File: src/inc/azd_cfg.svh
// Constants of the zero-detect flag block
// Notes on behaviour
// - Left and right zero detection run fully apart from each other.
// - A channel is zero-detected after 1024 consecutive zero samples.
// - A zero-detected channel drives its own flag pin to 1 by default.
// - Setting the polarity-invert bit inverts the flag pins' active level.
// - Polarity-invert bit is 0 after reset: flags active high.
// - Setting the merge bit gives one common flag for both channels.
// - Merge bit is 0 after reset: independent left and right flags.
// - Zero mute is off at reset; output stays connected on all-zero input.
// - In merged mode the common flag uses the right pin; left pin unassigned.
// - Inverted polarity: flag pins low during zero detect, high otherwise.
`ifndef AZD_CFG_SVH
`define AZD_CFG_SVH

`define AZD_ADDR_W 8
`define AZD_SAMPLE_W 24
`define AZD_RUN_W 11
`define AZD_EVT_W 4
`define AZD_ZERO_RUN 11'h400

`define AZD_OFS_CFG 8'h00
`define AZD_OFS_STATUS 8'h04
`define AZD_OFS_EVT 8'h08
`define AZD_OFS_MASK 8'h0c
`define AZD_OFS_RUN 8'h10

`define AZD_CFG_INV_BIT 1
`define AZD_CFG_MERGE_BIT 2
`define AZD_CFG_MUTE_BIT 3
`define AZD_CFG_RESET 3'h0
`define AZD_MASK_RESET 4'h0

`define AZD_RESP_OKAY 2'h0
`define AZD_RESP_SLVERR 2'h2

`endif

File: src/inc/azd_pkg.sv
// Types of the zero-detect flag block
package azd_pkg;

	typedef struct packed {
		logic left;
		logic right;
	} azd_pair_t;

	typedef struct packed {
		logic mute_en;
		logic merge;
		logic invert;
	} azd_cfg_t;

	typedef struct packed {
		logic right_exit;
		logic left_exit;
		logic right_enter;
		logic left_enter;
	} azd_evt_t;

endpackage

File: src/logic/azd_frame_tick.sv
// Frame clock rising edge to one-cycle tick
`timescale 1ns/100ps
`default_nettype none
module azd_frame_tick (
	// Clock and reset
	input  wire logic core_clk_i,
	input  wire logic arst_n_i,
	// Frame clock and tick
	input  wire logic frame_clock_i,
	output logic      tick_o
);
	logic prev_r;

	always_ff @(posedge core_clk_i or negedge arst_n_i) begin
		if (!arst_n_i) begin
			prev_r <= 1'b0;
		end else begin
			prev_r <= frame_clock_i;
		end
	end

	assign tick_o = frame_clock_i & ~prev_r;
endmodule // azd_frame_tick
`default_nettype wire

File: src/logic/azd_top.sv
// Zero-detect flags with AXI4-Lite control and interrupt
`timescale 1ns/100ps
`default_nettype none
`include "azd_cfg.svh"
module azd_top (
	// Clock and reset
	input  wire logic                     core_clk_i,
	input  wire logic                     arst_n_i,
	// Audio frame and samples
	input  wire logic                     frame_clock_i,
	input  wire logic [`AZD_SAMPLE_W-1:0] left_sample_i,
	input  wire logic [`AZD_SAMPLE_W-1:0] right_sample_i,
	// Flag pins
	output logic                          left_zero_flag_o,
	output logic                          right_zero_flag_o,
	// Mute controls towards the output stage
	output logic                          left_mute_o,
	output logic                          right_mute_o,
	// Interrupt
	output logic                          irq_o,
	// AXI4-Lite write address
	input  wire logic [`AZD_ADDR_W-1:0]   s_axi_awaddr_i,
	input  wire logic                     s_axi_awvalid_i,
	output logic                          s_axi_awready_o,
	// AXI4-Lite write data
	input  wire logic [31:0]              s_axi_wdata_i,
	input  wire logic [3:0]               s_axi_wstrb_i,
	input  wire logic                     s_axi_wvalid_i,
	output logic                          s_axi_wready_o,
	// AXI4-Lite write response
	output logic [1:0]                    s_axi_bresp_o,
	output logic                          s_axi_bvalid_o,
	input  wire logic                     s_axi_bready_i,
	// AXI4-Lite read address
	input  wire logic [`AZD_ADDR_W-1:0]   s_axi_araddr_i,
	input  wire logic                     s_axi_arvalid_i,
	output logic                          s_axi_arready_o,
	// AXI4-Lite read data
	output logic [31:0]                   s_axi_rdata_o,
	output logic [1:0]                    s_axi_rresp_o,
	output logic                          s_axi_rvalid_o,
	input  wire logic                     s_axi_rready_i
);

	function automatic logic addr_hit(
		input logic [`AZD_ADDR_W-1:0] addr,
		input logic [`AZD_ADDR_W-1:0] ofs
	);
		addr_hit = (addr[`AZD_ADDR_W-1:2] == ofs[`AZD_ADDR_W-1:2]);
	endfunction

	function automatic logic addr_mapped(
		input logic [`AZD_ADDR_W-1:0] addr
	);
		addr_mapped = addr_hit(addr, `AZD_OFS_CFG)
			| addr_hit(addr, `AZD_OFS_STATUS)
			| addr_hit(addr, `AZD_OFS_EVT)
			| addr_hit(addr, `AZD_OFS_MASK)
			| addr_hit(addr, `AZD_OFS_RUN);
	endfunction

	// Shared by both flag pins so their polarity can never drift apart
	function automatic logic pin_level(
		input logic raw,
		input logic invert
	);
		pin_level = raw ^ invert;
	endfunction

	// Frame tick and per-channel detectors
	wire                   frame_tick;
	wire [`AZD_RUN_W-1:0]  run_left;
	wire [`AZD_RUN_W-1:0]  run_right;
	azd_pkg::azd_pair_t    det;

	azd_frame_tick u_tick (
		.core_clk_i    (core_clk_i),
		.arst_n_i      (arst_n_i),
		.frame_clock_i (frame_clock_i),
		.tick_o        (frame_tick)
	);

	// Separate instances share nothing but clock, reset and the frame tick
	azd_zero_run u_run_left (
		.core_clk_i (core_clk_i),
		.arst_n_i   (arst_n_i),
		.tick_i     (frame_tick),
		.sample_i   (left_sample_i),
		.run_o      (run_left),
		.detect_o   (det.left)
	);

	azd_zero_run u_run_right (
		.core_clk_i (core_clk_i),
		.arst_n_i   (arst_n_i),
		.tick_i     (frame_tick),
		.sample_i   (right_sample_i),
		.run_o      (run_right),
		.detect_o   (det.right)
	);

	// Control state
	azd_pkg::azd_cfg_t     cfg_r;
	azd_pkg::azd_cfg_t     cfg_nxt;
	azd_pkg::azd_evt_t     evt_r;
	azd_pkg::azd_evt_t     evt_nxt;
	azd_pkg::azd_evt_t     evt_set;
	azd_pkg::azd_pair_t    det_prev_r;
	logic [`AZD_EVT_W-1:0] mask_r;
	logic [`AZD_EVT_W-1:0] mask_nxt;
	logic [`AZD_EVT_W-1:0] evt_clr;

	// Bus state
	logic                   awready_r;
	logic                   wready_r;
	logic                   arready_r;
	logic                   aw_full_r;
	logic                   w_full_r;
	logic [`AZD_ADDR_W-1:0] awaddr_r;
	logic [31:0]            wdata_r;
	logic [3:0]             wstrb_r;
	logic                   bvalid_r;
	logic [1:0]             bresp_r;
	logic                   rvalid_r;
	logic [1:0]             rresp_r;
	logic [31:0]            rdata_r;

	// Pin state
	logic                   left_flag_r;
	logic                   right_flag_r;
	logic                   left_mute_r;
	logic                   right_mute_r;
	logic                   irq_r;

	// Handshakes
	wire aw_hs;
	wire w_hs;
	wire ar_hs;
	wire wr_fire;
	wire aw_full_nxt;
	wire w_full_nxt;
	wire bvalid_nxt;
	wire rvalid_nxt;

	assign aw_hs   = s_axi_awvalid_i & awready_r;
	assign w_hs    = s_axi_wvalid_i & wready_r;
	assign ar_hs   = s_axi_arvalid_i & arready_r;
	// Address and data may arrive in either order; commit once both are held
	assign wr_fire = aw_full_r & w_full_r & ~bvalid_r;

	assign aw_full_nxt = (aw_full_r | aw_hs) & ~wr_fire;
	assign w_full_nxt  = (w_full_r | w_hs) & ~wr_fire;
	assign bvalid_nxt  = wr_fire | (bvalid_r & ~s_axi_bready_i);
	assign rvalid_nxt  = ar_hs | (rvalid_r & ~s_axi_rready_i);

	// Write decode; all fields live in byte lane 0
	wire wr_lane0;
	wire wr_cfg;
	wire wr_evt;
	wire wr_mask;

	assign wr_lane0 = wr_fire & wstrb_r[0];
	assign wr_cfg   = wr_lane0 & addr_hit(awaddr_r, `AZD_OFS_CFG);
	assign wr_evt   = wr_lane0 & addr_hit(awaddr_r, `AZD_OFS_EVT);
	assign wr_mask  = wr_lane0 & addr_hit(awaddr_r, `AZD_OFS_MASK);

	assign cfg_nxt.invert  = wr_cfg ? wdata_r[`AZD_CFG_INV_BIT] : cfg_r.invert;
	assign cfg_nxt.merge   = wr_cfg ? wdata_r[`AZD_CFG_MERGE_BIT] : cfg_r.merge;
	assign cfg_nxt.mute_en = wr_cfg ? wdata_r[`AZD_CFG_MUTE_BIT] : cfg_r.mute_en;
	assign mask_nxt = wr_mask ? wdata_r[`AZD_EVT_W-1:0] : mask_r;

	// Events: entering and leaving zero detect, per channel
	assign evt_set.left_enter  = det.left & ~det_prev_r.left;
	assign evt_set.right_enter = det.right & ~det_prev_r.right;
	assign evt_set.left_exit   = ~det.left & det_prev_r.left;
	assign evt_set.right_exit  = ~det.right & det_prev_r.right;

	// Set beats a simultaneous write-one clear
	assign evt_clr = wr_evt ? wdata_r[`AZD_EVT_W-1:0] : '0;
	assign evt_nxt = (evt_r & ~evt_clr) | evt_set;

	// Flag pin levels
	wire common_zero;
	wire right_raw;
	wire left_raw;
	wire right_pin_nxt;
	wire left_pin_nxt;

	assign common_zero = det.left & det.right;
	assign right_raw   = cfg_r.merge ? common_zero : det.right;
	// Unassigned left pin in merged mode sits at its inactive level
	assign left_raw    = cfg_r.merge ? 1'b0 : det.left;
	assign right_pin_nxt = pin_level(right_raw, cfg_r.invert);
	assign left_pin_nxt  = pin_level(left_raw, cfg_r.invert);

	// Read decode
	wire        rd_mapped;
	wire        rd_hit_cfg;
	wire        rd_hit_status;
	wire        rd_hit_evt;
	wire        rd_hit_mask;
	wire        rd_hit_run;
	wire [31:0] rd_status;
	wire [31:0] rd_run;
	logic [31:0] rd_data;

	assign rd_mapped     = addr_mapped(s_axi_araddr_i);
	assign rd_hit_cfg    = addr_hit(s_axi_araddr_i, `AZD_OFS_CFG);
	assign rd_hit_status = addr_hit(s_axi_araddr_i, `AZD_OFS_STATUS);
	assign rd_hit_evt    = addr_hit(s_axi_araddr_i, `AZD_OFS_EVT);
	assign rd_hit_mask   = addr_hit(s_axi_araddr_i, `AZD_OFS_MASK);
	assign rd_hit_run    = addr_hit(s_axi_araddr_i, `AZD_OFS_RUN);
	assign rd_status     = {29'h0, common_zero, det.right, det.left};
	assign rd_run        = {5'h00, run_right, 5'h00, run_left};

	always_comb begin
		rd_data = 32'h0;
		if (rd_hit_cfg) begin
			rd_data[`AZD_CFG_INV_BIT]   = cfg_r.invert;
			rd_data[`AZD_CFG_MERGE_BIT] = cfg_r.merge;
			rd_data[`AZD_CFG_MUTE_BIT]  = cfg_r.mute_en;
		end else if (rd_hit_status) begin
			rd_data = rd_status;
		end else if (rd_hit_evt) begin
			rd_data[`AZD_EVT_W-1:0] = evt_r;
		end else if (rd_hit_mask) begin
			rd_data[`AZD_EVT_W-1:0] = mask_r;
		end else if (rd_hit_run) begin
			rd_data = rd_run;
		end
	end

	// Write channel handshake state
	always_ff @(posedge core_clk_i or negedge arst_n_i) begin
		if (!arst_n_i) begin
			aw_full_r <= 1'b0;
			w_full_r  <= 1'b0;
			awready_r <= 1'b0;
			wready_r  <= 1'b0;
			bvalid_r  <= 1'b0;
		end else begin
			aw_full_r <= aw_full_nxt;
			w_full_r  <= w_full_nxt;
			awready_r <= ~aw_full_nxt;
			wready_r  <= ~w_full_nxt;
			bvalid_r  <= bvalid_nxt;
		end
	end

	// Read channel handshake state
	always_ff @(posedge core_clk_i or negedge arst_n_i) begin
		if (!arst_n_i) begin
			arready_r <= 1'b0;
			rvalid_r  <= 1'b0;
		end else begin
			arready_r <= ~rvalid_nxt;
			rvalid_r  <= rvalid_nxt;
		end
	end

	// Write payload, held until the commit
	always_ff @(posedge core_clk_i or negedge arst_n_i) begin
		if (!arst_n_i) begin
			awaddr_r <= '0;
			wdata_r  <= 32'h0;
			wstrb_r  <= 4'h0;
			bresp_r  <= `AZD_RESP_OKAY;
		end else begin
			if (aw_hs) begin
				awaddr_r <= s_axi_awaddr_i;
			end
			if (w_hs) begin
				wdata_r <= s_axi_wdata_i;
				wstrb_r <= s_axi_wstrb_i;
			end
			if (wr_fire) begin
				bresp_r <= addr_mapped(awaddr_r) ? `AZD_RESP_OKAY : `AZD_RESP_SLVERR;
			end
		end
	end

	// Read payload, captured with the address
	always_ff @(posedge core_clk_i or negedge arst_n_i) begin
		if (!arst_n_i) begin
			rresp_r <= `AZD_RESP_OKAY;
			rdata_r <= 32'h0;
		end else begin
			if (ar_hs) begin
				rdata_r <= rd_data;
				rresp_r <= rd_mapped ? `AZD_RESP_OKAY : `AZD_RESP_SLVERR;
			end
		end
	end

	// Software-visible control
	always_ff @(posedge core_clk_i or negedge arst_n_i) begin
		if (!arst_n_i) begin
			cfg_r  <= `AZD_CFG_RESET;
			mask_r <= `AZD_MASK_RESET;
		end else begin
			cfg_r  <= cfg_nxt;
			mask_r <= mask_nxt;
		end
	end

	// Sticky events and the detect history they are edged against
	always_ff @(posedge core_clk_i or negedge arst_n_i) begin
		if (!arst_n_i) begin
			evt_r      <= '0;
			det_prev_r <= '0;
		end else begin
			evt_r      <= evt_nxt;
			det_prev_r <= det;
		end
	end

	// Registered flag pins
	always_ff @(posedge core_clk_i or negedge arst_n_i) begin
		if (!arst_n_i) begin
			left_flag_r  <= 1'b0;
			right_flag_r <= 1'b0;
		end else begin
			left_flag_r  <= left_pin_nxt;
			right_flag_r <= right_pin_nxt;
		end
	end

	// Registered mute and interrupt pins
	always_ff @(posedge core_clk_i or negedge arst_n_i) begin
		if (!arst_n_i) begin
			left_mute_r  <= 1'b0;
			right_mute_r <= 1'b0;
			irq_r        <= 1'b0;
		end else begin
			// Mute only when enabled, so idle-channel noise stays observable
			left_mute_r  <= cfg_r.mute_en & det.left;
			right_mute_r <= cfg_r.mute_en & det.right;
			irq_r        <= |(evt_r & mask_r);
		end
	end

	assign left_zero_flag_o  = left_flag_r;
	assign right_zero_flag_o = right_flag_r;
	assign left_mute_o       = left_mute_r;
	assign right_mute_o      = right_mute_r;
	assign irq_o             = irq_r;

	assign s_axi_awready_o = awready_r;
	assign s_axi_wready_o  = wready_r;
	assign s_axi_bvalid_o  = bvalid_r;
	assign s_axi_bresp_o   = bresp_r;
	assign s_axi_arready_o = arready_r;
	assign s_axi_rvalid_o  = rvalid_r;
	assign s_axi_rresp_o   = rresp_r;
	assign s_axi_rdata_o   = rdata_r;

endmodule // azd_top
`default_nettype wire

File: src/logic/azd_zero_run.sv
// Zero-run counter and detector for one channel
`timescale 1ns/100ps
`default_nettype none
`include "azd_cfg.svh"
module azd_zero_run (
	// Clock and reset
	input  wire logic                     core_clk_i,
	input  wire logic                     arst_n_i,
	// Sample stream
	input  wire logic                     tick_i,
	input  wire logic [`AZD_SAMPLE_W-1:0] sample_i,
	// Result
	output logic      [`AZD_RUN_W-1:0]    run_o,
	output logic                          detect_o
);
	logic [`AZD_RUN_W-1:0] run_r;
	logic [`AZD_RUN_W-1:0] run_nxt;
	wire                   at_limit;

	assign at_limit = (run_r == `AZD_ZERO_RUN);
	// Saturate so a long silence cannot wrap back to zero
	assign run_nxt = (sample_i != '0) ? '0 :
		(at_limit ? run_r : run_r + 11'h001);

	always_ff @(posedge core_clk_i or negedge arst_n_i) begin
		if (!arst_n_i) begin
			run_r <= '0;
		end else if (tick_i) begin
			run_r <= run_nxt;
		end
	end

	assign run_o    = run_r;
	assign detect_o = at_limit;
endmodule // azd_zero_run
`default_nettype wire

File: config.mk
export PLATFORM = sky130hd
export DESIGN_NAME = azd_top
export DESIGN_NICKNAME = d
export VERILOG_FILES = /design/src/inc/azd_pkg.sv /design/src/logic/azd_frame_tick.sv /design/src/logic/azd_top.sv /design/src/logic/azd_zero_run.sv
export VERILOG_INCLUDE_DIRS = /design/src /design/src/inc
export SDC_FILE = /design/constraint.sdc
export NUM_CORES = 1
export LEC_CHECK = 0
export ABC_AREA = 1
export BUFFER_PORTS_ARGS = -buffer_cell sky130_fd_sc_hd__buf_4
export CAP_MARGIN = 20
export CORE_UTILIZATION = 50
export CTS_CLUSTER_DIAMETER = 40
export DETAILED_ROUTE_END_ITERATION = 10
export PLACE_DENSITY = 0.82
export SYNTH_ARGS = -nofsm -noshare
export SYNTH_HDL_FRONTEND = slang
export SYNTH_SLANG_ARGS = --single-unit
File: constraint.sdc
create_clock -name core_clk_i -period 1.6 [get_ports core_clk_i]
set_input_delay 0.16 -clock core_clk_i [delete_from_list [all_inputs] [get_ports core_clk_i]]
set_output_delay 0.16 -clock core_clk_i [all_outputs]
set_load 0.01 [all_outputs]
After elaboration in Yosys (flattened, before gate mapping) --
Index checks and enable logic that the tools add are counted.
Word-level totals: input port bits 108, word-level logic and storage cells 121, output and inout port bits 46, register bits 97
Operators by class: add/sub/neg operators 2, bitwise operators 51, mux-type cells 18, equal/unequal tests 12, reduce and logical (&&, ||, !) cells 7
Operators by type and width (count):
- nonzero test 24 bit | 2
- 2-to-1 mux 23 bit | 2
- 2-to-1 mux 11 bit | 4
- 2-to-1 mux 32 bit | 1
- 2-to-1 mux 28 bit | 1
- 2-to-1 mux 27 bit | 1
- == test 6 x 2 -> 1 bit (second input constant) | 4
- adder 11 x 1 -> 11 bit (second input constant) | 2
- == test 11 bit (second input constant) | 2
- bitwise AND 1 bit | 21
- == test 6 x 1 -> 1 bit (second input constant) | 2
- == test 6 x 3 -> 1 bit (second input constant) | 2
- logical NOT 6 bit | 2
- 2-to-1 mux 4 bit | 3
- inverter 1 bit | 12
- bitwise OR 1 bit | 12
- bitwise AND 4 bit | 2
- 2-to-1 mux 2 bit | 2
- inequality test 2 bit (second input constant) | 2
- inverter 4 bit | 1
- bitwise OR 4 bit | 1
- AND reduction 2 bit | 2
- OR reduction 4 bit | 1
- 2-to-1 mux 1 bit | 3
- other kinds (2) | 3

Depth between registers and ports, before layout --
word-level depth 8, mapped depth 9, mapped depth without buffers 9

Modules after synthesis --
A second synthesis with hierarchy kept.
Unflattened totals: cell total of the unflattened synthesis 549, area total of the unflattened synthesis 4365.4 µm²
By module, submodules not included:
- azd_top | times used 1, area each 2616.3 µm², cells an instance 274, seq. area each 1501.4 µm²
- azd_zero_run | times used 2, area each 857.1 µm², cells an instance 136, seq. area each 275.3 µm²
- azd_frame_tick | times used 1, area each 35.0 µm², cells an instance 3, seq. area each 25.0 µm²

Worst setup path after synthesis --
No wires, ideal clock.
path kind reg2reg, start point register u_run_left.run_r[0], in the netlist u_run_left.run_o[0], end point register u_run_left.run_r[10], in the netlist u_run_left.run_o[10], buffers on the path 0, data required time 1.483 ns, cell stages (with the launch flop) 10, setup slack 0.196 ns, period minus slack after synthesis 1.404 ns, library setup time 0.117 ns, arrival time 1.288 ns, path through dfrtp_1 -> inv_1 -> ha_1 -> nand3_1 -> nor2_4 -> nor2_4 -> inv_4 -> nand2_2 -> nand2_1 -> nand2_1
Between the ends: cells in the longest elaborated chain, start to end 3, elaborated cells between the ends (all ways) 6, those cells by class add/sub (1); eq/ne (2); mux (2); reduce/logical (1)
RTL lines:
- start: declaration | RTL line azd_zero_run.sv:16 | logic [`AZD_RUN_W-1:0] run_r;
- start signal: assignment | RTL line azd_zero_run.sv:29 | run_r <= run_nxt;
- == test 11 bit (no line)
- via u_run_left.detect_o | RTL line azd_zero_run.sv:14 | output logic detect_o
- inequality test 2 bit (no line)
- AND reduction 2 bit (no line)
The timed path passes the listed nets, and every way through them passes these cells. The select of a mux whose other input is x is not followed. A chain may end at the register's enable or synchronous reset.

Worst setup path after layout --
start point register u_run_right.run_r[0], in the netlist u_run_right.run_o[0], end point register u_run_right.run_r[10], in the netlist u_run_right.run_o[10]
Between the ends: cells in the longest elaborated chain, start to end 3, elaborated cells between the ends (all ways) 6, those cells by class add/sub (1); eq/ne (2); mux (2); reduce/logical (1)
RTL lines (RTL line):
- start: declaration | azd_zero_run.sv:16
- start signal: assignment | azd_zero_run.sv:29
- == test 11 bit (no line)
- via u_run_right.detect_o | azd_zero_run.sv:14
- inequality test 2 bit (no line)
- AND reduction 2 bit (no line)
The timed path passes the listed nets, and every way through them passes these cells. The select of a mux whose other input is x is not followed.

==> impl_metrics.csv <==
group,metric,value,unit
global_routing,gr-total-overflow,0,
min_path,hold_class,"in -> reg",
setup_path,cp_num_cells,9,
layout,register_area,2080,um^2
setup_path,path_cells,"inv_1, ha_1, nand3_2, nor2_4, nor2_4, inv_4, nand2_4, nand2_1, nand2_1",
floorplan,die_w,94.0,um
floorplan,start_util,0.515,
global_routing,grt_pass1_vias,3712,
clock_network,clk_latency,0.35,ns
synth,synth_seq_area_share,0.491,
timing,final.min_clock_period,1.48,ns
clock_network,ctsHtreeMaxLevel,3,
power_and_ir_drop,p_leak,2.86,nW
floorplan,die_h,94.0,um
power_and_ir_drop,ir_worst_vdd,0.761,mV
layout,nets,780,
outcome,status,"finished, final reports clean",
placement,dp_cells,750,
power_and_ir_drop,power_density,912,nW/um^2
setup_path,path_buf_inv,2,
timing,setup_tns,0,ns
floorplan,dieArea,8830,um^2
timing,period_share,0.927,
drt,ant_nets,0,
clock_network,cts_made_buffers,9,
drt,via_per_inst,5.06,
clock_network,cts_tree,"done",
drt,wl_met1,4.12,mm
placement,finalWeightedCongestion,0.907,
setup_path,slowest_delay,0.42,ns
timing,rsz0062_at_grt,"yes",
global_routing,grt_usage,0.235,
job,cap_viol_max_count,0,
layout,utilization,0.678,
floorplan,ios,154,
drt,dr.pass1.iters,4,
clock_network,cts.sinks,83,
layout,area_growth,31.8,%
drt,routed_wl,9.82,mm
timing,setup_viol,0,
drt,dr_wl_met2,4.90,mm
drt,via_count,3930,
min_path,whs_path_depth,3,
power_and_ir_drop,design_power_total,5.08,mW
setup_path,path_class,"reg -> reg",
setup_path,cp.required,1.84,ns
clock_network,cts_root_buf,"clkbuf_8",
setup_path,r2r_cells,9,
timing,clock_skew,0.00681,ns
setup_path,critPathLaunchType,"flop",
timing,maxSlewViolCount,0,
timing,hold_ws,0.00913,ns
timing,max_freq,674,MHz
timing,hold_viol,0,
synth,synth.avg_cell_area,8.13,um^2
synth,ys_seq_elements,83,
global_routing,antenna_found_initial,0,
clock_network,clk_path_buf_depth,2,
setup_path,cp_max_fo,11,
placement,dp_hpwl,7.19,mm
drt,drcViolationCount,0,
setup_path,slowest_stage,"dfrtp_1",
layout,nFillCells,685,
layout,multi_input_area,1860,um^2
drt,drt_iter0_markers,143,
layout,final_cell_count_no_fill,777,
synth,mappedNetlistArea,4230,um^2
clock_network,clkTransAtPathRegs,0.08,ns
layout,drive_above_1_share,0.253,
synth,synth.distinct_cells,29,
layout,diodes,0,
setup_path,path_delay_family,"simple AND/OR/NAND/NOR gates",
global_routing,grt_max_degree,84,
synth,synth_cells,520,
floorplan,rows,33,
drt,wl_met3,622,um
synth,yosys_warnings,0,
drt,wire_per_inst,12.6,um
global_routing,grt_pass1_wl,16.2,mm
setup_path,arrival,1.73,ns
floorplan,coreArea,8220,um^2
placement,numPortBuffers,106,
drt,top_layer,"met4",
setup_path,endpoint_kind,"flop",
==> report_power, final <==
part           internal (mW)  leakage (nW)  switching (mW)
clock                  0.717        0.0934           0.729
sequential              2.40          1.11           0.176
combinational          0.459          1.66           0.601
==> kinds of logic after synthesis <==
logic type | share of synthesized area
compound gates | 0.0917
xor+xnor | 0.0311
fa+ha+maj | 0.0118
buf+inv | 0.0805
flops | 0.491
other cells | 0.000887
simple gates | 0.293
==> stage by stage <==
step,instance area (um^2),setup WS [ns]
final,5570,0.116
after floorplan,4270,0.196
after global routing,5570,-0.0159
after global placement,5270,0.129
after CTS,5530,0.0554
after detailed placement,5270,0.0724
==> synthesized netlist by cell type <==
| cell type | count | area [um^2] |
|---|---|---|
| inv_1 | 45 | 169 |
| nand3_2 | 3 | 30.0 |
| nand2_1 | 131 | 492 |
| xnor2_1 | 3 | 26.3 |
| o211ai_1 | 1 | 7.51 |
| nand4_1 | 13 | 81.3 |
| clkbuf_1 | 3 | 11.3 |
| buf_2 | 1 | 5.00 |
| nor3_1 | 1 | 5.00 |
| nand2_4 | 1 | 11.3 |
| nand3_1 | 36 | 180 |
| o31ai_1 | 1 | 7.51 |
| buf_4 | 14 | 105 |
| inv_4 | 2 | 12.5 |
| conb_1 | 1 | 3.75 |
| nor2_1 | 92 | 345 |
| xor2_1 | 12 | 105 |
| a21oi_1 | 13 | 65.1 |
| dfrtp_1 | 83 | 2080 |
| ha_1 | 4 | 50.1 |
| o21bai_1 | 2 | 15.0 |
| o21ai_0 | 25 | 125 |
| o21ai_1 | 2 | 10.0 |
| nor2_2 | 2 | 12.5 |
| nor2_4 | 6 | 67.6 |
| buf_8 | 1 | 15.0 |
| nand2_2 | 2 | 12.5 |
| buf_6 | 2 | 22.5 |
| a22o_1 | 18 | 158 |
==> worst reg2reg max path, delay by kind of cell (launching register included) <==
family,cells,cell delay (ns)
AND/OR/NAND/NOR,6,0.56
flip-flops,1,0.42
buffers and inverters,2,0.23
adder cells (fa/ha/maj),1,0.17
==> flip-flops by register name, indices dropped and copies added, names as in the netlist, 2 cells and up <==
name and flops:
awaddr_r 6, det_prev_r 2, mask_r 4, s_axi_rdata_o 22
u_run_left.run_o 11, evt_r 4, cfg_r 3, wdata_r 4
u_run_right.run_o 11
==> worst paths after layout <==
check                      slack [ns]                             start                           endpoint
max                              0.12  u_run_right.run_o[0]$_DFFE_PN0P_  u_run_right.run_o[10]$_DFFE_PN0P_
min                             0.009                 s_axi_awaddr_i[2]            awaddr_r[2]$_DFFE_PN0P_
max reg2reg                      0.12  u_run_right.run_o[0]$_DFFE_PN0P_  u_run_right.run_o[10]$_DFFE_PN0P_
min reg2reg                      0.46           det_prev_r[1]$_DFF_PN0_                 evt_r[0]$_DFF_PN0_
max in group asynchronous        0.91                          arst_n_i   u_run_right.run_o[0]$_DFFE_PN0P_
min in group asynchronous        0.38                          arst_n_i        right_zero_flag_o$_DFF_PN0_
==> cell type report <==
| type | count | area share |
|---|---|---|
| flip-flops and latches | 83 | 0.373 |
| multi-input cells | 380 | 0.334 |
| repair buffers | 147 | 0.204 |
| inverters | 47 | 0.0326 |
| clock buffers | 11 | 0.0236 |
| well taps | 105 | 0.0236 |
| clock inverters | 4 | 0.00943 |
==> cell usage in the layout, fill, tap and decap left out, drive strengths merged <==
master / netlist / layout
buf: 18 / 139
nand2: 134 / 134
nor2: 100 / 100
dfrtp: 83 / 83
inv: 47 / 47
nand3: 39 / 39
o21ai: 27 / 27
a22o: 18 / 18
nand4: 13 / 13
a21oi: 13 / 13
xor2: 12 / 12
conb: 1 / 12
clkbuf: 3 / 11
dlygate4sd3: 0 / 8
ha: 4 / 4
xnor2: 3 / 3
clkinv: 0 / 3
o21bai: 2 / 2
o211ai: 1 / 1
nor3: 1 / 1
o31ai: 1 / 1
bufinv: 0 / 1
==> metal layers <==
metal / GRT usage / vias to the layer above
li1: - / 1943
met3: 0.0356 / 18
met4: 0.0949 / 0
met5: 0 / -
met2: 0.409 / 155
met1: 0.291 / 1814
==> timing repair <==
item	CTS	global route
endpoints found under the setup margin	0	25
gates resized for setup	0	4
hold endpoints to repair	90	0
buffers inserted	0	4
hold buffers	8	0
Note: power is estimated with default switching activity, not from simulation.
